**config.mk**
```make
export PLATFORM = sky130hd
export DESIGN_NAME = sfm_slot_fifo_mode_config
export DESIGN_NICKNAME = d
export VERILOG_FILES = /design/src/sfm_pkg.sv /design/src/sfm_fifo.sv /design/src/sfm_packer.sv /design/src/sfm_slot_fifo_mode_config.sv
export SDC_FILE = /design/constraint.sdc
export NUM_CORES = 2
export LEC_CHECK = 0
export BUFFER_PORTS_ARGS = -buffer_cell sky130_fd_sc_hd__buf_4
export CAP_MARGIN = 40
export CORE_MARGIN = 2
export CORE_UTILIZATION = 45
export CTS_BUF_LIST = sky130_fd_sc_hd__clkbuf_8
export DETAILED_ROUTE_END_ITERATION = 8
export SYNTH_ARGS = -nofsm -noshare
export SYNTH_HDL_FRONTEND = slang
export SYNTH_SLANG_ARGS = --single-unit
```
**constraint.sdc**
```tcl
create_clock -name clk_sys -period 13.9 [get_ports clk_sys]
set_input_delay 2.085 -clock clk_sys [delete_from_list [all_inputs] [get_ports clk_sys]]
set_output_delay 2.085 -clock clk_sys [all_outputs]
set_load 0.02 [all_outputs]
```
**src/sfm_pkg.sv**
```systemverilog
// Shared constants and carrier types for the slot FIFO mode configuration block
package sfm_pkg;
  // Register offsets on the register access port
  localparam logic [7:0] ADDR_MODE = 8'h10;
  localparam logic [7:0] ADDR_SLOT = 8'h11;
  // Field positions inside the slot control register
  localparam int SLOT_A_EN_BIT = 0;
  localparam int FMT_A_LSB = 2;
  localparam int SLOT_B_EN_BIT = 5;
  localparam int FMT_B_LSB = 6;
  localparam int OVR_BIT = 12;
  localparam int RDOUT_BIT = 13;
  // Values after reset, writable bit mask and the undefined mode code
  localparam logic [15:0] SLOT_RST = 16'h1000;
  localparam logic [15:0] SLOT_WMASK = 16'h31fd;
  localparam logic [1:0] MODE_ILLEGAL = 2'h3;
  // Operating modes
  typedef enum logic [1:0] {SFM_STANDBY = 2'h0, SFM_PROGRAM = 2'h1, SFM_NORMAL = 2'h2} sfm_mode_t;
  // FIFO data format codes
  localparam logic [2:0] FMT_NONE = 3'h0;
  localparam logic [2:0] FMT_ONE16 = 3'h1;
  localparam logic [2:0] FMT_ONE32 = 3'h2;
  localparam logic [2:0] FMT_PAIR16 = 3'h3;
  localparam logic [2:0] FMT_PAIR32 = 3'h4;
  localparam logic [2:0] FMT_EXT32 = 3'h6;
  // Data path sizes
  localparam int WORD_W = 16;
  localparam int FIFO_DEPTH = 16;
  // One finished sample from the sampling engine
  typedef struct packed {
    logic slot_b;
    logic integ;
    logic [31:0] sample;
    logic [31:0] bgnd;
    logic [3:0][31:0] chan;
  } sfm_sample_t;
  // One register access request
  typedef struct packed {
    logic wr;
    logic rd;
    logic [7:0] addr;
    logic [15:0] wdata;
  } sfm_reg_req_t;
endpackage : sfm_pkg

```
**src/sfm_fifo.sv**
```systemverilog
// Word FIFO with optional overwrite of the oldest entry when full
module sfm_fifo #(
  parameter int W = 16,
  parameter int DEPTH = 16
) (
  input wire logic clk_sys,
  input wire logic rst,
  input wire logic ce,
  input wire logic overwrite,
  input wire logic in_valid,
  output logic in_ready,
  input wire logic [W-1:0] in_data,
  output logic out_valid,
  input wire logic out_ready,
  output logic [W-1:0] out_data,
  output logic [$clog2(DEPTH):0] level
);
  localparam int AW = $clog2(DEPTH);
  logic [W-1:0] mem [DEPTH];
  logic [AW-1:0] wp_q, wp_d, rp_q, rp_d;
  logic [AW:0] cnt_q, cnt_d;
  logic full, push, pop, drop;

  // Pointer arithmetic; depth must be a power of two so pointers wrap freely
  always_comb begin
    full = (cnt_q == (AW+1)'(DEPTH));
    out_valid = (cnt_q != '0);
    in_ready = !full || overwrite;
    out_data = mem[rp_q];
    level = cnt_q;
    push = in_valid && in_ready;
    pop = out_valid && out_ready;
    drop = push && full && !pop; // Oldest word gives way to the new one
    wp_d = push ? wp_q + AW'(1) : wp_q;
    rp_d = (pop || drop) ? rp_q + AW'(1) : rp_q;
    cnt_d = cnt_q;
    if (push && !(pop || drop)) begin
      cnt_d = cnt_q + (AW+1)'(1);
    end else if (!push && pop) begin
      cnt_d = cnt_q - (AW+1)'(1);
    end
  end

  // Storage has no reset; it is never read while empty
  always_ff @(posedge clk_sys) begin
    if (ce && push) begin
      mem[wp_q] <= in_data;
    end
  end

  always_ff @(posedge clk_sys or posedge rst) begin
    if (rst) begin
      wp_q <= '0;
      rp_q <= '0;
      cnt_q <= '0;
    end else if (ce) begin
      wp_q <= wp_d;
      rp_q <= rp_d;
      cnt_q <= cnt_d;
    end
  end
endmodule : sfm_fifo

```
**src/sfm_packer.sv**
```systemverilog
// Turns one sample into the 16-bit FIFO words its format code asks for
module sfm_packer (
  input wire logic clk_sys,
  input wire logic rst,
  input wire logic ce,
  input wire logic smp_valid,
  output logic smp_ready,
  input wire sfm_pkg::sfm_sample_t smp,
  input wire logic [2:0] fmt,
  input wire logic avg_mode,
  input wire logic [2:0] avg_shift,
  output logic word_valid,
  input wire logic word_ready,
  output logic [15:0] word_data
);
  typedef enum logic {PK_IDLE, PK_EMIT} sfm_pk_state_t;
  sfm_pk_state_t st_q, st_d;
  logic [7:0][15:0] buf_q, buf_d, words;
  logic [3:0] cnt_q, cnt_d, idx_q, idx_d, n;
  logic [31:0] sum, ext, ch0_avg;
  logic [15:0] ch0_avg_hi;

  // Word list per format; high half of a 32-bit value goes first
  always_comb begin
    words = '0;
    n = 4'h0;
    ext = 32'h0000_0000;
    sum = smp.chan[0] + smp.chan[1] + smp.chan[2] + smp.chan[3];
    case (fmt)
      sfm_pkg::FMT_ONE16: begin
        words[0] = smp.integ ? smp.sample[15:0] : sum[15:0];
        n = 4'h1;
      end
      sfm_pkg::FMT_ONE32: begin
        words[0] = smp.integ ? smp.sample[31:16] : sum[31:16];
        words[1] = smp.integ ? smp.sample[15:0] : sum[15:0];
        n = 4'h2;
      end
      sfm_pkg::FMT_PAIR16: begin
        if (smp.integ) begin
          words[0] = smp.sample[15:0];
          words[1] = smp.bgnd[15:0];
          n = 4'h2;
        end
      end
      sfm_pkg::FMT_PAIR32: begin
        if (smp.integ) begin
          words[0] = smp.sample[31:16];
          words[1] = smp.sample[15:0];
          words[2] = smp.bgnd[31:16];
          words[3] = smp.bgnd[15:0];
        end else begin
          for (int i = 0; i < 4; i++) begin
            words[i] = smp.chan[i][15:0];
          end
        end
        n = 4'h4;
      end
      sfm_pkg::FMT_EXT32: begin
        if (!smp.integ) begin
          for (int i = 0; i < 4; i++) begin
            ext = avg_mode ? (smp.chan[i] >> avg_shift) : smp.chan[i];
            words[2*i] = ext[31:16];
            words[2*i+1] = ext[15:0];
          end
          n = 4'h8;
        end
      end
      default: n = 4'h0; // Reserved and zero codes push nothing
    endcase
  end

  // Hand-off and emission sequence
  always_comb begin
    st_d = st_q;
    buf_d = buf_q;
    cnt_d = cnt_q;
    idx_d = idx_q;
    smp_ready = 1'b0;
    word_valid = 1'b0;
    word_data = buf_q[idx_q[2:0]];
    case (st_q)
      PK_IDLE: begin
        smp_ready = 1'b1;
        if (smp_valid && n != 4'h0) begin
          buf_d = words;
          cnt_d = n;
          idx_d = 4'h0;
          st_d = PK_EMIT;
        end
      end
      PK_EMIT: begin
        word_valid = 1'b1;
        if (word_ready) begin
          idx_d = idx_q + 4'h1;
          if (idx_d == cnt_q) begin
            st_d = PK_IDLE;
          end
        end
      end
      default: st_d = PK_IDLE;
    endcase
  end

  always_ff @(posedge clk_sys or posedge rst) begin
    if (rst) begin
      st_q <= PK_IDLE;
      buf_q <= '0;
      cnt_q <= 4'h0;
      idx_q <= 4'h0;
    end else if (ce) begin
      st_q <= st_d;
      buf_q <= buf_d;
      cnt_q <= cnt_d;
      idx_q <= idx_d;
    end
  end

  assign ch0_avg = smp.chan[0] >> avg_shift;
  assign ch0_avg_hi = ch0_avg[31:16];
endmodule : sfm_packer

```
**src/sfm_slot_fifo_mode_config.sv**
```systemverilog
// Operating mode and time-slot control registers steering the sample FIFO path
// Function
// - Mode codes standby, program, normal; resets standby
// - Bit 13 picks block sum or average
// - Protection clear: full FIFO overwrites oldest
// - Protection set: write only while not full
// - Slot B format field; code 0 none
// - Codes 1, 2: one 16/32-bit word
// - Codes 3, 4: sample plus background, or channels for code 4 only
// - Code 6: four 32-bit extended channels
// - Bit 5 enables slot B measurement
// - Slot A format field, same codes
// - Bit 0 enables slot A measurement
module sfm_slot_fifo_mode_config (
  input wire logic clk_sys,
  input wire logic rst,
  input wire logic ce,
  input wire sfm_pkg::sfm_reg_req_t reg_req,
  output logic [15:0] reg_rdata_q,
  output logic reg_rvalid_q,
  input wire logic smp_valid,
  input wire sfm_pkg::sfm_sample_t smp_in,
  output logic smp_ready_q,
  input wire logic [2:0] avg_shift,
  output logic out_valid_q,
  output logic [15:0] out_data_q,
  input wire logic out_ready,
  output sfm_pkg::sfm_mode_t op_mode_q,
  output logic first_slot_run_q,
  output logic second_slot_run_q,
  output logic extended_readback_sum_or_average_q,
  output logic [4:0] fifo_level_q
);
  // Register state
  logic [15:0] slot_q, slot_d;
  sfm_pkg::sfm_mode_t mode_d;
  logic [15:0] rdata_d;
  logic rvalid_d;
  logic run_a_d, run_b_d, ext_d;

  // Fields of the slot control register
  logic first_slot_enable, second_slot_enable;
  logic [2:0] first_slot_fifo_format, second_slot_fifo_format;
  logic fifo_overflow_protect, extended_readback_sum_or_average;

  // Sample hold stage
  sfm_pkg::sfm_sample_t hold_q, hold_d;
  logic hold_vld_q, hold_vld_d, smp_ready_d;
  logic smp_take, smp_keep;
  logic [2:0] hold_fmt;

  // Packer and FIFO wiring
  logic pk_ready, pk_wvalid, pk_wready;
  logic [15:0] pk_wdata;
  logic ff_ovalid, ff_oready, ff_full;
  logic [15:0] ff_odata;
  logic [4:0] ff_level;

  // Output stage
  logic out_valid_d;
  logic [15:0] out_data_d;

  // Field decode of the slot control register
  always_comb begin
    first_slot_enable = slot_q[sfm_pkg::SLOT_A_EN_BIT];
    second_slot_enable = slot_q[sfm_pkg::SLOT_B_EN_BIT];
    first_slot_fifo_format = slot_q[sfm_pkg::FMT_A_LSB +: 3];
    second_slot_fifo_format = slot_q[sfm_pkg::FMT_B_LSB +: 3];
    fifo_overflow_protect = slot_q[sfm_pkg::OVR_BIT];
    extended_readback_sum_or_average = slot_q[sfm_pkg::RDOUT_BIT];
  end

  // Register writes and reads; a read in the same cycle as a write returns the old value
  always_comb begin
    slot_d = slot_q;
    mode_d = op_mode_q;
    rdata_d = 16'h0000;
    rvalid_d = 1'b0;
    // Code 3 names no mode, so a write of it leaves the mode as it was
    if (reg_req.wr) begin
      if (reg_req.addr == sfm_pkg::ADDR_MODE && reg_req.wdata[1:0] != sfm_pkg::MODE_ILLEGAL) begin
        mode_d = sfm_pkg::sfm_mode_t'(reg_req.wdata[1:0]);
      end
      if (reg_req.addr == sfm_pkg::ADDR_SLOT) begin
        slot_d = reg_req.wdata & sfm_pkg::SLOT_WMASK; // Reserved bits are not stored
      end
    end
    if (reg_req.rd) begin
      rvalid_d = 1'b1;
      case (reg_req.addr)
        sfm_pkg::ADDR_MODE: rdata_d = {14'h0000, op_mode_q};
        sfm_pkg::ADDR_SLOT: rdata_d = slot_q;
        default: rdata_d = 16'h0000; // Unmapped offsets read as zero
      endcase
    end
    // Slots only run in normal operation
    run_a_d = slot_d[sfm_pkg::SLOT_A_EN_BIT] && mode_d == sfm_pkg::SFM_NORMAL;
    run_b_d = slot_d[sfm_pkg::SLOT_B_EN_BIT] && mode_d == sfm_pkg::SFM_NORMAL;
    ext_d = slot_d[sfm_pkg::RDOUT_BIT];
  end

  always_ff @(posedge clk_sys or posedge rst) begin
    if (rst) begin
      slot_q <= sfm_pkg::SLOT_RST;
      op_mode_q <= sfm_pkg::SFM_STANDBY;
      reg_rdata_q <= 16'h0000;
      reg_rvalid_q <= 1'b0;
      first_slot_run_q <= 1'b0;
      second_slot_run_q <= 1'b0;
      extended_readback_sum_or_average_q <= 1'b0;
    end else if (ce) begin
      slot_q <= slot_d;
      op_mode_q <= mode_d;
      reg_rdata_q <= rdata_d;
      reg_rvalid_q <= rvalid_d;
      first_slot_run_q <= run_a_d;
      second_slot_run_q <= run_b_d;
      extended_readback_sum_or_average_q <= ext_d;
    end
  end

  // Sample hold: one slot of buffering so the ready output comes from a flop.
  // Costs half throughput on back-to-back samples, which the sample rate never needs.
  always_comb begin
    smp_take = smp_valid && smp_ready_q;
    smp_keep = smp_take && (smp_in.slot_b ? second_slot_run_q : first_slot_run_q);
    hold_d = hold_q;
    hold_vld_d = hold_vld_q && !pk_ready;
    if (smp_keep) begin
      hold_d = smp_in;
      hold_vld_d = 1'b1;
    end
    smp_ready_d = !hold_vld_d;
    hold_fmt = hold_q.slot_b ? second_slot_fifo_format : first_slot_fifo_format;
  end

  always_ff @(posedge clk_sys or posedge rst) begin
    if (rst) begin
      hold_q <= '0;
      hold_vld_q <= 1'b0;
      smp_ready_q <= 1'b0;
    end else if (ce) begin
      hold_q <= hold_d;
      hold_vld_q <= hold_vld_d;
      smp_ready_q <= smp_ready_d;
    end
  end

  // Format expansion; slot A uses the same code table as slot B
  sfm_packer u_packer (
    .clk_sys(clk_sys),
    .rst(rst),
    .ce(ce),
    .smp_valid(hold_vld_q),
    .smp_ready(pk_ready),
    .smp(hold_q),
    .fmt(hold_fmt),
    .avg_mode(extended_readback_sum_or_average),
    .avg_shift(avg_shift),
    .word_valid(pk_wvalid),
    .word_ready(pk_wready),
    .word_data(pk_wdata)
  );

  // Overwrite mode keeps the FIFO always ready; protect mode stalls the packer when full
  sfm_fifo #(
    .W(sfm_pkg::WORD_W),
    .DEPTH(sfm_pkg::FIFO_DEPTH)
  ) u_fifo (
    .clk_sys(clk_sys),
    .rst(rst),
    .ce(ce),
    .overwrite(!fifo_overflow_protect),
    .in_valid(pk_wvalid),
    .in_ready(pk_wready),
    .in_data(pk_wdata),
    .out_valid(ff_ovalid),
    .out_ready(ff_oready),
    .out_data(ff_odata),
    .level(ff_level)
  );

  // Output register in front of the reader
  // The held word sits outside the FIFO count, so 17 words can wait in all
  always_comb begin
    ff_full = (ff_level == 5'(sfm_pkg::FIFO_DEPTH));
    ff_oready = !out_valid_q || out_ready;
    out_valid_d = ff_oready ? ff_ovalid : out_valid_q;
    out_data_d = (ff_oready && ff_ovalid) ? ff_odata : out_data_q;
  end

  always_ff @(posedge clk_sys or posedge rst) begin
    if (rst) begin
      out_valid_q <= 1'b0;
      out_data_q <= 16'h0000;
      fifo_level_q <= 5'h00;
    end else if (ce) begin
      out_valid_q <= out_valid_d;
      out_data_q <= out_data_d;
      fifo_level_q <= ff_level; // Lags the FIFO by one cycle
    end
  end
endmodule : sfm_slot_fifo_mode_config

```
### Word level (Yosys, flattened, before mapping)

Memory sizes are Yosys's and may differ from the RTL's. A register that Yosys moved wholly into a read port is not among the register bits.
Index checks and enable logic that the tools add are counted.

| operators by class | value |
|---|---|
| equal/unequal tests | 13 |
| reductions and logical operators | 36 |
| shift-type cells | 4 |
| mux-type cells | 40 |
| add/subtract/negate cells | 8 |
| $lt $le $gt $ge | 1 |
| bitwise logic cells | 1 |

Operators by type and width:

| kind | count |
|---|---|
| two-way mux 32 bit | 5 |
| two-way mux 128 bit | 1 |
| two-way mux 64 bit | 2 |
| >> shifter 32 x 3 -> 32 bit | 4 |
| adder 32 bit | 3 |
| case mux 16 bit (5 select lines) | 1 |
| case mux 16 bit (4 select lines) | 1 |
| case mux 32 bit (2 select lines) | 1 |
| binary-select mux 16 bit (select 3 bit) | 1 |
| two-way mux 16 bit | 3 |
| two-way mux 14 bit | 3 |
| case mux 14 bit (2 select lines) | 1 |
| case mux 4 bit (5 select lines) | 1 |
| == test 8 x 5 -> 1 bit (second input constant) | 2 |
| logical AND 1 bit | 14 |
| adder 4 x 1 -> 4 bit (second input constant) | 3 |
| two-way mux 4 bit | 3 |
| AND reduction 2 bit | 6 |
| two-way mux 5 bit | 2 |
| two-way mux 1 bit | 9 |
| AND reduction 3 bit | 3 |
| case mux 4 bit (2 select lines) | 1 |
| logical NOT 1 bit | 7 |
| == test 3 x 2 -> 1 bit (second input constant) | 2 |
| other kinds (18) | 24 |

| storage, ports and cells | value |
|---|---|
| RAM bits | 256 |
| output and inout port bits | 45 |
| register bits after elaboration | 384 |
| memories kept | 1 |

Memory list:

| memory | words | bits a word | read ports | clocked after memory_dff | wr ports | RTL line | source |
|---|---|---|---|---|---|---|---|
| u_fifo.mem | 16 | 16 | 1 | 1 | 1 | sfm_fifo.sv:19 | `logic [W-1:0] mem [DEPTH];` |

### Depth between registers and ports, before layout

| logic depth | value |
|---|---|
| depth after elaboration | 11 |
| depth in mapped cells | 16 |
| depth with buffers taken out | 16 |

### Cells and area by module

Synthesis repeated with hierarchy kept, for this count alone.

| second synthesis, totals | value |
|---|---|
| cell total of the unflattened synthesis | 3007 |
| area, all modules | 36969.2 um^2 |

By module, submodules not included:

| module | cells an instance | area an instance (um^2) | sequential area each (um^2) | times used |
|---|---|---|---|---|
| sfm_packer | 2003 | 16523.3 | 3428.3 | 1 |
| sfm_fifo | 449 | 10463.8 | 8012.7 | 1 |
| sfm_slot_fifo_mode_config | 555 | 9982.1 | 6107.1 | 1 |

### Worst setup path after synthesis

Ideal clock, no wire load.

| path | value |
|---|---|
| path type | input to register |
| start | input port ce |
| end | memory u_fifo.mem[7][0], enable pin |
| setup time | 0.374 ns |
| cell stages on the path | 7 |
| data required time | 13.526 ns |
| data arrival time | 3.641 ns |
| path slack | 9.886 ns |
| path through | clkinv_1 -> a31oi_1 -> and2_1 -> clkbuf_1 -> nand2_1 -> nor2_1 -> and2_1 |

| on the way | value |
|---|---|
| cells in the longest elaborated chain, start to end | 3 |

Ends and longest elaborated chain:

| element | RTL line | source |
|---|---|---|
| start, declared | sfm_slot_fifo_mode_config.sv:17 | `input wire logic ce,` |
| logical AND 1 bit | sfm_fifo.sv:46 | `if (ce && push) begin` |
| two-way mux 1 bit | sfm_fifo.sv:46 |  |
| two-way mux 1 bit (implied by the code) | sfm_fifo.sv:47 | `mem[wp_q] <= in_data;` |
| end, declared | sfm_fifo.sv:19 |  |

No other way between the ends.

### Final worst setup path

| path | value |
|---|---|
| start | register hold_q[1] (netlist bit) |
| end | register u_packer.buf_q[3] (netlist bit) |

| on the way | value |
|---|---|
| cells in the longest elaborated chain, start to end | 5 |

Ends and longest elaborated chain:

| element | RTL line | source |
|---|---|---|
| start, declared | sfm_slot_fifo_mode_config.sv:47 | `sfm_pkg::sfm_sample_t hold_q, hold_d;` |
| start signal, assigned | sfm_slot_fifo_mode_config.sv:143 | `hold_q <= hold_d;` |
| adder 32 bit (3 in a row) | sfm_packer.sv:28 | `sum = smp.chan[0] + smp.chan[1] + smp.chan[2] + smp.chan[3];` |
| two-way mux 16 bit (on tied branches) | sfm_packer.sv:35, sfm_packer.sv:31 |  |
| case mux 16 bit (5 select lines) * | sfm_packer.sv:29 | `case (fmt)` |
| end signal, assigned | sfm_packer.sv:113 | `buf_q <= buf_d;` |
| end, declared | sfm_packer.sv:18 | `logic [7:0][15:0] buf_q, buf_d, words;` |

Every way passes the cells marked *; elsewhere a longest branch is shown, timed or not.
A chain may end at the register's enable or synchronous reset.

==> metrics.txt <==
main flop type after synthesis dfrtp_1; initial antenna violation count 5; via count around 28000; chip height roughly 290 um; Seq/Total Area, Yosys 0.4886; Setup Fix Bufs, Post-CTS 0; Worst Hold Slack 0.4764 ns; RSZ-0062 raised after global routing no; Tot GR Track Use 0.3138; critical path class reg -> reg; CORE AREA about 79000 um2; EDFF count, synth around 260; CP Launch Point hold_q[1]; DIE WIDTH between 200 and 300 um; post-route setup TNS 0 ns; #FFs+latches synth 650; Iteration-0 DRC Markers 3089; pre-CTS setup slack roughly 8.5 ns; LEAKAGE 16.85 nW; FFs w/ async S/R, synth 0.6062; Worst Path Required around 15 ns; Final Cycle Share 0.3913; largest net degree at the start of global routing between 150 and 200; TritonCTS Buffers 111; first-pass GRT wire length about 190000 um; Tmin final between 5 and 6 ns; Slowest-stage cell, CP fa_1; clock latency on the worst-skew pair around 0.77 ns; clk root buf clkbuf_8; Slew @ Worst Pin 1.042 ns; post-synthesis cell type count 77; peak supply drop 0.1196 mV; clock skew about 0.044 ns; Hold-fix buffers, CTS 0; Clock transition at path regs 0.06 ns; vias in the first global route ~28000; fin worst setup slack between 8 and 9 ns; DR WL/cell about 28 um; overall power a little under 0.007 W; Final Util 0.5262; Slew HR 0.3056; Vias/cell 6.086; peak fanout along the critical path 3; Cell Pwr Density ~160 nW/um2; count of final max-slew check failures 0; cells after synthesis around 3200; GRT busiest layer met2; fmax around 0.18 GHz; status finished clean; Die ar. around 82000 um2; # IOs ~270; R2R setup slack between 8 and 9 ns; Synth Cell Area ~36000 um2; drt drc 0; CP Capture Point u_packer.buf_q[3]; Hold Path Class reg -> reg; site row count approximately 100; # port buffers 262; Routed WL 128300 um; R2R Path Start hold_q[1]; syn avg cell area 11.36 um2; r2r worst-path depth 16; Arrival @ worst endpoint 6.04 ns; met3 Use GR 0.05151; area grow syn2layout 15.75%; cells along the critical path inv_1, fa_1, fa_1, inv_1, ha_1, inv_1, fa_1, nand2b_1, a21oi_1, a211oi_1, o21ai_0, o21ai_0, xor2_1, o21ai_0, a21oi_1, o21ai_0; Starting Density 0.4546; detailed-router iteration count before antenna repair 7; crit-path max cell delay between 0.5 and 0.6 ns; met1 global-route usage 0.4268; grt met2 use 0.4984; Worst path most repeated cell o21ai_0; fill cell count 6995; share of layout cells above drive strength 1 0.2442; GP Congestion 0.9738; max-capacitance violation count 0; synth warn 0; CTS resizes 0; setup violators final 0; hold path cells 2; final net count approximately 3700; antenna-violating nets left 0; clk buf depth 3; Final Hold Viols 0; total gr overflow 0; r2r endpoint u_packer.buf_q[3]; htree depth 3; Setup crit start kind flop; crit path capture type flop; post-DP HPWL approximately 96000 um; TritonCTS clock tree done; Sink Count 650
[sequential cells by signal (all words and copies together), names as in the netlist, 5 cells and up]
register	cells
hold_q	194
fifo_level_q	5
out_data_q	16
reg_rdata_q	11
u_fifo.mem	256
u_fifo.level	5
u_packer.buf_q	128
slot_q	9
[worst max-delay path, delay by kind of cell, from the launching register on]
kind	cells	cell delay, ns
compound gates	7	2.08
buf+inv	3	0.32
simple gates	1	0.19
fa+ha+maj	4	1.76
flops	1	0.38
xor+xnor	1	0.55
[power by group]
group | total [W] | internal [W] | leakage [nW] | switching [W]
logic | 0.00249 | 0.000971 | 8.77 | 0.00152
clock network | 0.00186 | 0.00102 | 1.39 | 0.000845
registers | 0.00247 | 0.00212 | 6.69 | 0.000343
[layout by cell type, fill, tap and decap left out, drive strengths merged, types with 21 or more instances in the layout]
master  count
o211ai     21
dfrtp     393
nand3      44
a211oi     32
a21oi     198
clkbuf    130
nor2      153
a221oi     34
nand2     454
mux2i      91
xnor2      32
inv       238
o21ai     301
a311oi     24
edfxtp    256
clkinv     24
mux2      143
a31oi      55
ha         40
mux4      186
buf       327
fa         63
[cells by family (layout without fill, tap and decap cells)]
group,count (synthesis),in the layout,synth area share
compound gates,768,768,0.1288
simple gates,746,746,0.08672
flops,650,650,0.4886
buf+inv,426,729,0.04798
mux,420,420,0.1870
fa+ha+maj,103,103,0.04906
xor+xnor,48,48,0.01171
other cells,1,7,0.0001044
[layer usage]
metal  wire [um]  share of wire
met1       52850           0.41
met2       60320           0.47
met3        8660          0.068
met4        6437          0.050
met5           0              0
[worst min path at each step]
stage | endpoint | from | slack, ns
4_1_cts | u_packer.buf_q[50] | u_packer.buf_q[50] | 0.48
6_report | u_packer.buf_q[50] | u_packer.buf_q[50] | 0.48
2_1_floorplan | u_packer.buf_q[20] | u_packer.buf_q[20] | 0.43
3_3_place_gp | u_packer.buf_q[43] | u_packer.buf_q[43] | 0.46
3_5_place_dp | u_packer.buf_q[109] | u_packer.buf_q[109] | 0.46
5_1_grt | u_packer.buf_q[111] | u_packer.buf_q[111] | 0.50
[area by class of cell]
type                            instances  area (um2)  share of cell area
Sequential cell                       650       17560              0.4225
Multi-Input combinational cell       2090       16700              0.4016
Timing Repair Buffer                  327        2838             0.06827
Clock buffer                          130        1789             0.04304
Tap cell                             1050        1314             0.03160
Inverter                              192       728.2             0.01752
Clock inverter                         80       634.4             0.01526
Antenna cell                            2       5.005           0.0001204
[metrics by stage]
| stage | instances | cell area [um2] |
|---|---|---|
| after floorplan | 3166 | 35930 |
| after global placement | 4283 | 38590 |
| after detailed placement | 4309 | 39140 |
| after CTS | 4519 | 41560 |
| after global routing | 4520 | 41570 |
| final | 4521 | 41570 |
[cell usage after synthesis (all sizes together), types with 32 or more instances]
master	number	area, um2
buf	95	479.2
o21ai	301	1514
edfxtp	256	7687
a211oi	32	252.7
ha	40	500.5
fa	63	1261
mux2	143	1610
a31oi	55	344.1
xnor2	32	280.3
a21oi	198	998.5
nand3	44	220.2
mux2i	91	914.6
dfrtp	393	9834
mux4	186	4189
nor2	153	579.3
inv	191	716.9
a221oi	34	297.8
clkbuf	139	523.0
nand2	454	1704
(Power assumes the default switching activity.)
